<file path="config.mk">
export PLATFORM = sky130hd
export DESIGN_NAME = scsp_top
export DESIGN_NICKNAME = d
export VERILOG_FILES = /design/src/scsp_pkg.sv /design/src/scsp_top.sv
export SDC_FILE = /design/constraint.sdc
export NUM_CORES = 1
export LEC_CHECK = 0
export ABC_AREA = 1
export ABC_CLOCK_PERIOD_IN_PS = 4200
export BUFFER_PORTS_ARGS = -buffer_cell sky130_fd_sc_hd__clkbuf_2
export CORE_AREA = 2 2 94 163
export DETAILED_ROUTE_END_ITERATION = 16
export DIE_AREA = 0 0 96 165
export MAX_ROUTING_LAYER = met4
export PLACE_DENSITY_LB_ADDON = 0.12
export SYNTH_ARGS = -nofsm -noshare
export SYNTH_HDL_FRONTEND = slang
export SYNTH_SLANG_ARGS = --single-unit
</file>
<file path="constraint.sdc">
create_clock -name pclk -period 4.2 [get_ports pclk]
set_input_delay 0.84 -clock pclk [delete_from_list [all_inputs] [get_ports pclk]]
set_output_delay 0.84 -clock pclk [all_outputs]
set_load 0.02 [all_outputs]
</file>
<file path="src/scsp_pkg.sv">
// scsp_pkg: constants, register map and encodings of the system clock source and prescaler
// assumes: APB slave with 32-bit data, clock pclk at 250 MHz
package scsp_pkg;
   // register byte offsets
   localparam logic [11:0] SCSP_OFF_TRIM = 12'h000;
   localparam logic [11:0] SCSP_OFF_DIV = 12'h004;
   localparam logic [11:0] SCSP_OFF_STATUS = 12'h008;
   // field positions
   localparam int SCSP_UNLOCK_BIT = 7;
   localparam int SCSP_TRIM_MSB = 6;
   // encodings
   localparam logic [3:0] SCSP_SRC_RC = 4'h2;
   localparam logic [3:0] SCSP_SRC_EXT = 4'h0;
   localparam logic [3:0] SCSP_DIV_RST_PLAIN = 4'h0;
   localparam logic [3:0] SCSP_DIV_RST_BY8 = 4'h3;
   localparam logic [3:0] SCSP_DIV_MAX = 4'h8;
   localparam logic [2:0] SCSP_UNLOCK_CYCLES = 3'h4;
   localparam logic [2:0] SCSP_WAKE_CYCLES = 3'h6;
   // start-up delays in microseconds and as counts at the bus clock rate
   localparam int SCSP_CLK_MHZ = 250;
   localparam int SCSP_DLY_SHORT_US = 4100;
   localparam int SCSP_DLY_LONG_US = 65000;
   localparam int SCSP_DLY_SHORT_CYC = SCSP_DLY_SHORT_US * SCSP_CLK_MHZ;
   localparam int SCSP_DLY_LONG_CYC = SCSP_DLY_LONG_US * SCSP_CLK_MHZ;
   localparam logic [1:0] SCSP_SUT_NONE = 2'h0;
   localparam logic [1:0] SCSP_SUT_SHORT = 2'h1;
   localparam logic [1:0] SCSP_SUT_LONG = 2'h2;
   typedef enum logic [1:0] {
      SCSP_ST_DELAY = 2'b00,
      SCSP_ST_RUN = 2'b01,
      SCSP_ST_FAULT = 2'b10
   } scsp_state_e;
endpackage

</file>
<file path="src/scsp_top.sv">
// scsp_top: clock source selection, rc trim, start-up delay, prescaler and clock output
// assumes: fuses and calibration byte are static straps; ext clock and timer inputs are pins
module scsp_top #(
   parameter int DLY_SHORT = scsp_pkg::SCSP_DLY_SHORT_CYC,
   parameter int DLY_LONG = scsp_pkg::SCSP_DLY_LONG_CYC
) (
   input wire logic pclk,
   input wire logic presetn,
   input wire logic clk_en,
   input wire logic psel,
   input wire logic penable,
   input wire logic pwrite,
   input wire logic [11:0] paddr,
   input wire logic [31:0] pwdata,
   input wire logic [3:0] pstrb,
   output logic [31:0] prdata,
   output logic pready,
   output logic pslverr,
   input wire logic [3:0] clock_source_select_fuses,
   input wire logic [1:0] startup_time_fuses,
   input wire logic divide_by_eight_fuse,
   input wire logic clock_output_fuse,
   input wire logic [7:0] calibration_byte,
   input wire logic external_clock_input,
   input wire logic rc_osc_clock,
   input wire logic watchdog_osc_clock,
   input wire logic timer_osc_input,
   input wire logic timer_sync_mode,
   input wire logic portb0_normal_out,
   input wire logic portb0_normal_oe,
   output logic [6:0] rc_trim_value,
   output logic sys_clock_en,
   output logic async_timer_clock,
   output logic wdt_clock,
   output logic irq_block,
   output logic core_reset_n,
   output logic portb0_out,
   output logic portb0_oe
);
   import scsp_pkg::*;

   // ----------------------------------------------------------------
   // pin synchronisers
   // ----------------------------------------------------------------
   logic [3:0] sync1;
   logic [3:0] sync2;
   // no reset: the pins keep being sampled while presetn is low
   always_ff @(posedge pclk) begin
      if (clk_en) begin
         sync1 <= {external_clock_input, rc_osc_clock, watchdog_osc_clock, timer_osc_input};
         sync2 <= sync1;
      end
   end
   logic ext_s;
   logic rc_s;
   logic wdt_s;
   logic tosc_s;
   assign ext_s = sync2[3];
   assign rc_s = sync2[2];
   assign wdt_s = sync2[1];
   assign tosc_s = sync2[0];

   // ----------------------------------------------------------------
   // apb decode
   // ----------------------------------------------------------------
   logic wr_acc;
   logic rd_acc;
   logic hit_trim;
   logic hit_div;
   logic hit_stat;
   assign wr_acc = psel && penable && pwrite && pstrb[0];
   assign rd_acc = psel && penable && !pwrite;
   assign hit_trim = (paddr == SCSP_OFF_TRIM);
   assign hit_div = (paddr == SCSP_OFF_DIV);
   assign hit_stat = (paddr == SCSP_OFF_STATUS);

   function automatic logic code_ok(input logic [3:0] c);
      code_ok = (c <= SCSP_DIV_MAX);
   endfunction

   // ----------------------------------------------------------------
   // trim register
   // ----------------------------------------------------------------
   logic trim_loaded;
   always_ff @(posedge pclk or negedge presetn) begin
      if (!presetn) begin
         rc_trim_value <= 7'h00;
         trim_loaded <= 1'b0;
      end else if (clk_en) begin
         if (!trim_loaded) begin
            rc_trim_value <= calibration_byte[SCSP_TRIM_MSB:0];
            trim_loaded <= 1'b1;
         end else if (wr_acc && hit_trim) begin
            rc_trim_value <= pwdata[SCSP_TRIM_MSB:0];
         end
      end
   end

   // ----------------------------------------------------------------
   // prescaler unlock and select
   // ----------------------------------------------------------------
   logic unlock;
   logic [2:0] unlock_cnt;
   logic [3:0] div_sel;
   logic div_loaded;
   logic unlock_req;
   logic sel_write;
   assign unlock_req = wr_acc && hit_div && pwdata[SCSP_UNLOCK_BIT] && (pwdata[6:0] == 7'h00);
   assign sel_write = wr_acc && hit_div && !pwdata[SCSP_UNLOCK_BIT];

   always_ff @(posedge pclk or negedge presetn) begin
      if (!presetn) begin
         unlock <= 1'b0;
         unlock_cnt <= 3'h0;
      end else if (clk_en) begin
         if (unlock_req) begin
            unlock <= 1'b1;
            unlock_cnt <= SCSP_UNLOCK_CYCLES;
         end else if (unlock && (sel_write || unlock_cnt == 3'h1)) begin
            unlock <= 1'b0;
            unlock_cnt <= 3'h0;
         end else if (unlock) begin
            unlock_cnt <= unlock_cnt - 3'h1;
         end
      end
   end

   always_ff @(posedge pclk or negedge presetn) begin
      if (!presetn) begin
         div_sel <= SCSP_DIV_RST_PLAIN;
         div_loaded <= 1'b0;
      end else if (clk_en) begin
         if (!div_loaded) begin
            div_sel <= divide_by_eight_fuse ? SCSP_DIV_RST_BY8 : SCSP_DIV_RST_PLAIN;
            div_loaded <= 1'b1;
         end else if (unlock && sel_write) begin
            div_sel <= pwdata[3:0];
         end
      end
   end

   // reserved codes keep the last valid factor
   logic [3:0] div_active;
   always_ff @(posedge pclk or negedge presetn) begin
      if (!presetn) begin
         div_active <= SCSP_DIV_RST_PLAIN;
      end else if (clk_en && code_ok(div_sel)) begin
         div_active <= div_sel;
      end
   end

   always_ff @(posedge pclk or negedge presetn) begin
      if (!presetn) begin
         irq_block <= 1'b0;
      end else if (clk_en) begin
         irq_block <= unlock_req || (unlock && !sel_write && unlock_cnt != 3'h1);
      end
   end

   // ----------------------------------------------------------------
   // source selection and edge detection
   // ----------------------------------------------------------------
   logic src_level;
   logic src_prev;
   logic src_rise;
   logic src_valid;
   always_comb begin
      src_valid = 1'b1;
      case (clock_source_select_fuses)
         SCSP_SRC_RC: src_level = rc_s;
         SCSP_SRC_EXT: src_level = ext_s;
         default: begin
            src_level = 1'b0;
            src_valid = 1'b0;
         end
      endcase
   end
   always_ff @(posedge pclk or negedge presetn) begin
      if (!presetn) begin
         src_prev <= 1'b0;
      end else if (clk_en) begin
         src_prev <= src_level;
      end
   end
   assign src_rise = src_level && !src_prev;

   // ----------------------------------------------------------------
   // start-up delay, counted on the bus clock
   // ----------------------------------------------------------------
   scsp_state_e state;
   logic [31:0] dly_cnt;
   logic [31:0] dly_target;
   always_comb begin
      case (startup_time_fuses)
         SCSP_SUT_NONE: dly_target = 32'h0;
         SCSP_SUT_SHORT: dly_target = DLY_SHORT;
         SCSP_SUT_LONG: dly_target = DLY_LONG;
         default: dly_target = 32'h0;
      endcase
   end
   always_ff @(posedge pclk or negedge presetn) begin
      if (!presetn) begin
         state <= SCSP_ST_DELAY;
         dly_cnt <= 32'h0;
         core_reset_n <= 1'b0;
      end else if (clk_en) begin
         case (state)
            SCSP_ST_DELAY: begin
               if (startup_time_fuses == 2'b11 || !src_valid) begin
                  state <= SCSP_ST_FAULT;
               end else if (dly_cnt >= dly_target) begin
                  state <= SCSP_ST_RUN;
                  core_reset_n <= 1'b1;
               end else begin
                  dly_cnt <= dly_cnt + 32'h1;
               end
            end
            SCSP_ST_RUN: core_reset_n <= 1'b1;
            SCSP_ST_FAULT: core_reset_n <= 1'b0;
            default: state <= SCSP_ST_DELAY;
         endcase
      end
   end

   // ----------------------------------------------------------------
   // prescaler: counts source edges, divides by two to the code
   // ----------------------------------------------------------------
   logic [7:0] pre_cnt;
   logic [7:0] pre_mask;
   logic div_tick;
   logic div_clk;
   assign pre_mask = 8'((9'h1 << div_active) - 9'h1);
   assign div_tick = src_rise && ((pre_cnt & pre_mask) == pre_mask);
   always_ff @(posedge pclk or negedge presetn) begin
      if (!presetn) begin
         pre_cnt <= 8'h00;
         div_clk <= 1'b0;
         sys_clock_en <= 1'b0;
      end else if (clk_en) begin
         if (src_rise) begin
            pre_cnt <= div_tick ? 8'h00 : pre_cnt + 8'h01;
         end
         if (div_active == 4'h0) begin
            div_clk <= src_level;
         end else if (src_rise && (pre_cnt & (pre_mask >> 1)) == (pre_mask >> 1)) begin
            div_clk <= !div_clk;
         end
         sys_clock_en <= div_tick;
      end
   end

   // ----------------------------------------------------------------
   // derived clocks and port b bit 0
   // ----------------------------------------------------------------
   always_ff @(posedge pclk or negedge presetn) begin
      if (!presetn) begin
         async_timer_clock <= 1'b0;
         wdt_clock <= 1'b0;
      end else if (clk_en) begin
         async_timer_clock <= timer_sync_mode ? div_clk : tosc_s;
         wdt_clock <= wdt_s;
      end
   end

   // no reset: the clock output override must hold during reset too
   always_ff @(posedge pclk) begin
      if (clk_en) begin
         if (clock_output_fuse) begin
            portb0_out <= div_clk;
            portb0_oe <= 1'b1;
         end else begin
            portb0_out <= portb0_normal_out;
            portb0_oe <= portb0_normal_oe;
         end
      end
   end

   // ----------------------------------------------------------------
   // apb read data
   // ----------------------------------------------------------------
   always_ff @(posedge pclk or negedge presetn) begin
      if (!presetn) begin
         prdata <= 32'h0;
         pready <= 1'b0;
         pslverr <= 1'b0;
      end else if (clk_en) begin
         pready <= psel && !penable;
         pslverr <= psel && !penable && !(hit_trim || hit_div || hit_stat);
         prdata <= 32'h0;
         if (psel && !penable && !pwrite) begin
            if (hit_trim) prdata <= {24'h0, 1'b0, rc_trim_value};
            if (hit_div) prdata <= {24'h0, unlock, 3'h0, div_sel};
            if (hit_stat) prdata <= {24'h0, 3'h0, SCSP_WAKE_CYCLES, state};
         end
      end
   end
   logic unused_rd;
   assign unused_rd = rd_acc;
endmodule

</file>
-- Word level (Yosys, flattened, before mapping)
Cells that the tools add are included.
- output and inout port bits: 48
- word-level logic and storage cells: 132
- input bits: 77
- bits in registers: 113
- shift operators: 1
- reductions and logical operators: 52
- bitwise gates (word level): 5
- add/subtract/negate cells: 4
- mux-type cells: 28
- magnitude comparators: 2
- equality and inequality tests: 17
- operators with widths (cell ; count):
    two-way mux 32 bit ; 3
    one-hot mux 24 bit (2 select lines) ; 1
    adder 32 x 1 -> 32 bit (second input constant) ; 1
    greater-or-equal comparator 32 bit ; 1
    two-way mux 7 bit ; 3
    logical AND 1 bit ; 19
    == test 12 x 3 -> 1 bit (second input constant) ; 1
    == test 12 x 4 -> 1 bit (second input constant) ; 1
    zero test 12 bit ; 1
    AND reduction 2 bit ; 6
    two-way mux 1 bit ; 9
    two-way mux 3 bit ; 3
    adder 8 x 1 -> 8 bit (second input constant) ; 1
    AND 8 x 7 -> 8 bit ; 1
    AND 8 bit ; 1
    == test 8 x 7 -> 1 bit ; 1
    == test 8 bit ; 1
    zero test 1 bit ; 8
    zero test 4 bit ; 2
    two-way mux 4 bit ; 2
    two-way mux 8 bit ; 1
    AND reduction 4 bit ; 2
    left shift 1 x 4 -> 8 bit (first input constant) ; 1
    subtractor 8 x 1 -> 8 bit (second input constant) ; 1
    other kinds (22) ; 38

-- Logic depth before layout (Yosys ltp)
- word-level depth: 9
- gate-level depth with buffers: 16

-- Worst setup path before layout
No wires, ideal clock.
- kind: input to register
- start point: input port startup_time_fuses[0]
- end point: register dly_cnt[13]
- arrival: 2.502 ns
- path buffers: 1
- required time: 4.135 ns
- stages: 14
- setup time: 0.065 ns
- slack: 1.633 ns
- cells stage by stage: inv_1 > ha_1 > ha_1 > nand2_1 > nor2_1 > nand2_1 > nor2_1 > nor2_1 > nand3_1 > nand2_1 > nand4_2 > buf_2 > nand2_1 > nand2_1
- longest elaborated chain between the ends: 5
- ends and longest elaborated chain (item ; RTL line ; RTL):
    start, declared ; scsp_top.sv:20 ; input wire logic [1:0] startup_time_fuses,
    == test 2 bit / == test 2 x 1 -> 1 bit (equally long branches) ; scsp_top.sv:194 ; case (startup_time_fuses)
    one-hot mux 24 bit (2 select lines) ; scsp_top.sv:194 ;
    greater-or-equal comparator 32 bit ; scsp_top.sv:211 ; end else if (dly_cnt >= dly_target) begin
    inverter 1 bit (no line) ; - ;
    AND reduction 4 bit (no line) (*) ; - ;
    end signal, assigned ; scsp_top.sv:215 ; dly_cnt <= dly_cnt + 32'h1;
    end, declared ; scsp_top.sv:191 ; logic [31:0] dly_cnt;
Every way passes the cells marked *; elsewhere a longest branch is shown, timed or not.
A chain may end at the register's enable or synchronous reset.

-- Worst setup path in the final report
- start point: input port startup_time_fuses[0]
- end point: register dly_cnt[16]
The elaborated chain is that of the path after synthesis.

==> flow_summary.toml <==
[clock_network]
cts.htree.levels = 3
clock-sinks = 89
post_cts.resized_instances = 0
holdBufCountCts = 0
clock_tree_from_tritoncts = "built"
cts_made_buffers = 9
cts-root-to-sink-buffers = 2
postCtsSetupRepairBufs = 0
clk_latency_ns = 0.35
clk_transition_reported_paths_ns = 0.06
ctsRootBufferMaster = "sky130_fd_sc_hd__clkbuf_16"

[floorplan]
design.die.area_um2 = 15800
coreArea_um2 = 14400
die_w_um = 96
initial_util_pct = 39.3
count_of_standard_cell_rows = 58
pin_count = 125
die_h_um = 165

[routing]
vias = 4966
routed_wire_length_per_instance_um = 14.2
first_pass_iters = 4
routed_via_density = 4.97
routed_wirelength_um = 14200
route.antenna.remaining_nets = 0
drc_errors = 0
drt_first_iter_violations = 199

[sta]
max-slew-margin-rel_pct = 31.4
clock-skew-final_ns = 0.00925
achievable-frequency_mhz = 337
worstMarginPinSlew_ns = 1.03
final_hold_violating_endpoints = 0
setup_viol_count_final = 0
grt_setup_unrepaired = "false"
timing.final.crit_share_pct = 70.6
final.min_clock_period_ns = 2.97
fin_tns_setup_ns = 0
report.final.slew_viol_count = 0

[logic_synthesis]
synth.distinct_cells = 46
seq_area_frac_synth_pct = 40.1
syn-instance-count = 750
yosys_warnings = 0
syn-cell-area_um2 = 5680
post_synth.cell_area_avg_um2 = 7.57
synth.ff_latch_count = 89

[power]
power_leakage_uw = 0.00334
power.net_switching_uw = 598
power.internal_uw = 1470
power.sequential.fraction_pct = 45.4
switching_part_of_the_total_pct = 28.9
power.density_nw_per_um2 = 324
power.ir.vdd_worst_uv = 148
pwr-share-clk_pct = 40.4
p_comb_share_pct = 14.2

[place]
globalplace.congestion = 0.896
placement.cell_area_um2 = 6090
io_buffer_count = 72
dp.final_hpwl_um = 10800

[layout]
layout.nets = 923
antenna_cells_inserted = 0
nFillCells = 1501
final_layout_size_suffix_gt1_share_pct = 14.1
final_design_area_no_fill_um2 = 6390
area_growth_syn_to_layout_pct = 12.6

[setup_path]
crit_path_kind = "input pin to flop"
setup.worst_path.end_class = "flop"
timing.critical_path.required_ns = 4.43
setup.worst_path.start_class = "input pin"
crit_path_max_fanout = 24
cp_data_arrival_time_ns = 3.19
ff2ff_setup_slack_ns = 1.85

[grt]
antenna_violations_before_repair = 0
gr_ovfl_total = 0
grt_start_max_net_pins = 80
first_global_vias = 5120
grt_use_total_pct = 20.0
first_pass_grt_wire_length_um = 23900

[min_path]
hold_path.class = "flop to flop"

[status]
outcome = "finished clean"

[job]
maxCapViolCount = 0
==> logic make-up (layout without fill, tap and decap cells) <==
kind of cell               count (synthesis)  after routing  share of synthesized area (%)
and+or+nand+nor                          415            415                           32.6
DFF                                       89             89                           40.1
other                                      1             24                         0.0661
AOI/OAI and AO/OA                         59             59                           6.26
xor gates and xnor gates                  21             21                           3.24
buffers and inverters                    134            181                           10.9
adders and majority gates                 31             31                           6.83
==> per-layer routing <==
metal	track usage, %	wire (um)	part of all wire, %	up-vias
met5	-	0	0	-
met2	37.2	7990	56	123
li1	-	-	-	2487
met3	2.69	476	3.4	30
met4	8.83	388	2.7	0
met1	20.0	5320	38	2326
==> area by class of cell <==
| type | count | area [um^2] | share of cell area [%] |
|---|---|---|---|
| timing repair buffer | 74 | 378 | 5.91 |
| inverter | 91 | 342 | 5.34 |
| clock buffer | 10 | 229 | 3.58 |
| sequential | 89 | 2280 | 35.6 |
| tap | 180 | 225 | 3.52 |
| multi-input combinational | 550 | 2870 | 44.8 |
| clock inverter | 6 | 75.1 | 1.17 |
==> synth_stat cells (all sizes together) <==
| cell | n | area, um^2 |
|---|---|---|
| nor2 | 71 | 299 |
| buf | 34 | 245 |
| and2 | 1 | 6.26 |
| conb | 1 | 3.75 |
| a31oi | 6 | 37.5 |
| xor2 | 14 | 123 |
| a21oi | 13 | 65.1 |
| o22ai | 2 | 12.5 |
| nand2 | 232 | 878 |
| ha | 31 | 388 |
| a32o | 1 | 10.0 |
| a22oi | 1 | 7.51 |
| nor3b | 1 | 7.51 |
| edfxtp | 10 | 300 |
| dfrtp | 79 | 1980 |
| nor3 | 16 | 116 |
| nor4 | 2 | 12.5 |
| inv | 91 | 342 |
| o221ai | 3 | 26.3 |
| a22o | 1 | 8.76 |
| o31ai | 1 | 7.51 |
| o21ai | 27 | 150 |
| nand3b | 6 | 45.0 |
| clkbuf | 9 | 33.8 |
| nand3 | 69 | 368 |
| o211ai | 3 | 22.5 |
| nand4 | 13 | 87.6 |
| xnor2 | 7 | 61.3 |
| or2 | 4 | 27.5 |
| o21bai | 1 | 7.51 |
==> path summary, 6_finish.rpt <==
kind	cells past startpoint	to	start
max	13	dly_cnt[16]$_DFFE_PN0P_	startup_time_fuses[0]
min	0	dly_cnt[26]$_DFFE_PN0P_	dly_cnt[26]$_DFFE_PN0P_
max reg2reg	13	pre_cnt[2]$_DFFE_PN0P_	div_active[3]$_DFFE_PN0P_
min reg2reg	0	dly_cnt[26]$_DFFE_PN0P_	dly_cnt[26]$_DFFE_PN0P_
max in group asynchronous	1	pre_cnt[1]$_DFFE_PN0P_	presetn
min in group asynchronous	1	dly_cnt[7]$_DFFE_PN0P_	presetn
==> placed cells by master (no fill, tap or decap), types with 4 or more instances in the layout <==
master / netlist / layout
sky130_fd_sc_hd__clkbuf_16: 0 / 9
sky130_fd_sc_hd__nand4_1: 12 / 12
sky130_fd_sc_hd__nand2_1: 229 / 229
sky130_fd_sc_hd__ha_1: 31 / 31
sky130_fd_sc_hd__o21ai_0: 20 / 20
sky130_fd_sc_hd__edfxtp_1: 10 / 10
sky130_fd_sc_hd__dfrtp_1: 79 / 79
sky130_fd_sc_hd__inv_1: 89 / 89
sky130_fd_sc_hd__a31oi_1: 6 / 6
sky130_fd_sc_hd__nand3b_1: 6 / 6
sky130_fd_sc_hd__conb_1: 1 / 24
sky130_fd_sc_hd__nand3_1: 66 / 66
sky130_fd_sc_hd__nor2_2: 4 / 4
sky130_fd_sc_hd__nor3_2: 5 / 5
sky130_fd_sc_hd__xnor2_1: 7 / 7
sky130_fd_sc_hd__o21ai_1: 5 / 5
sky130_fd_sc_hd__a21oi_1: 13 / 13
sky130_fd_sc_hd__xor2_1: 14 / 14
sky130_fd_sc_hd__nor2_1: 64 / 64
sky130_fd_sc_hd__clkbuf_2: 0 / 71
sky130_fd_sc_hd__nor3_1: 10 / 10
==> power by group through the flow <==
stage,sequential (uW),clock (uW),combinational (uW)
final,940,837,295
after detailed placement,957,0,297
after global placement,954,0,288
after CTS,941,861,301
after floorplan,961,0,199
after global routing,945,895,339
==> critical path: stages <==
cell                       delay, ns
sky130_fd_sc_hd__clkbuf_2       0.10
sky130_fd_sc_hd__inv_1          0.04
sky130_fd_sc_hd__ha_1           0.18
sky130_fd_sc_hd__inv_1          0.26
sky130_fd_sc_hd__ha_1           0.32
sky130_fd_sc_hd__nand2_1        0.06
sky130_fd_sc_hd__inv_1          0.04
sky130_fd_sc_hd__o21ai_1        0.15
sky130_fd_sc_hd__nand3_2        0.11
sky130_fd_sc_hd__nor2_4         0.18
sky130_fd_sc_hd__nand4_2        0.59
sky130_fd_sc_hd__nand2_1        0.22
sky130_fd_sc_hd__nand2_1        0.08
==> sequential cells by signal (all words and copies together) (netlist names), 2 cells and up <==
signal / count
dly_cnt: 32
prdata: 8
pre_cnt: 8
rc_trim_value: 7
div_active: 4
div_sel: 4
sync1: 4
sync2: 4
unlock_cnt: 3
state: 2
==> through the flow <==
| step | cells | setup slack, ns | power, uW | hold slack [ns] | utilization [%] |
|---|---|---|---|---|---|
| after floorplan | 773 | 1.63 | 1160 | 0.400 | - |
| after global placement | 984 | 0.881 | 1240 | 0.366 | 42.2 |
| after detailed placement | 984 | 0.805 | 1250 | 0.369 | 42.2 |
| after CTS | 1000 | 1.16 | 2100 | 0.384 | 44.3 |
| after global routing | 1000 | 1.00 | 2180 | 0.394 | 44.3 |
| final | 1000 | 1.23 | 2070 | 0.379 | 44.3 |
No activity file was read; power rests on OpenSTA's default activity.
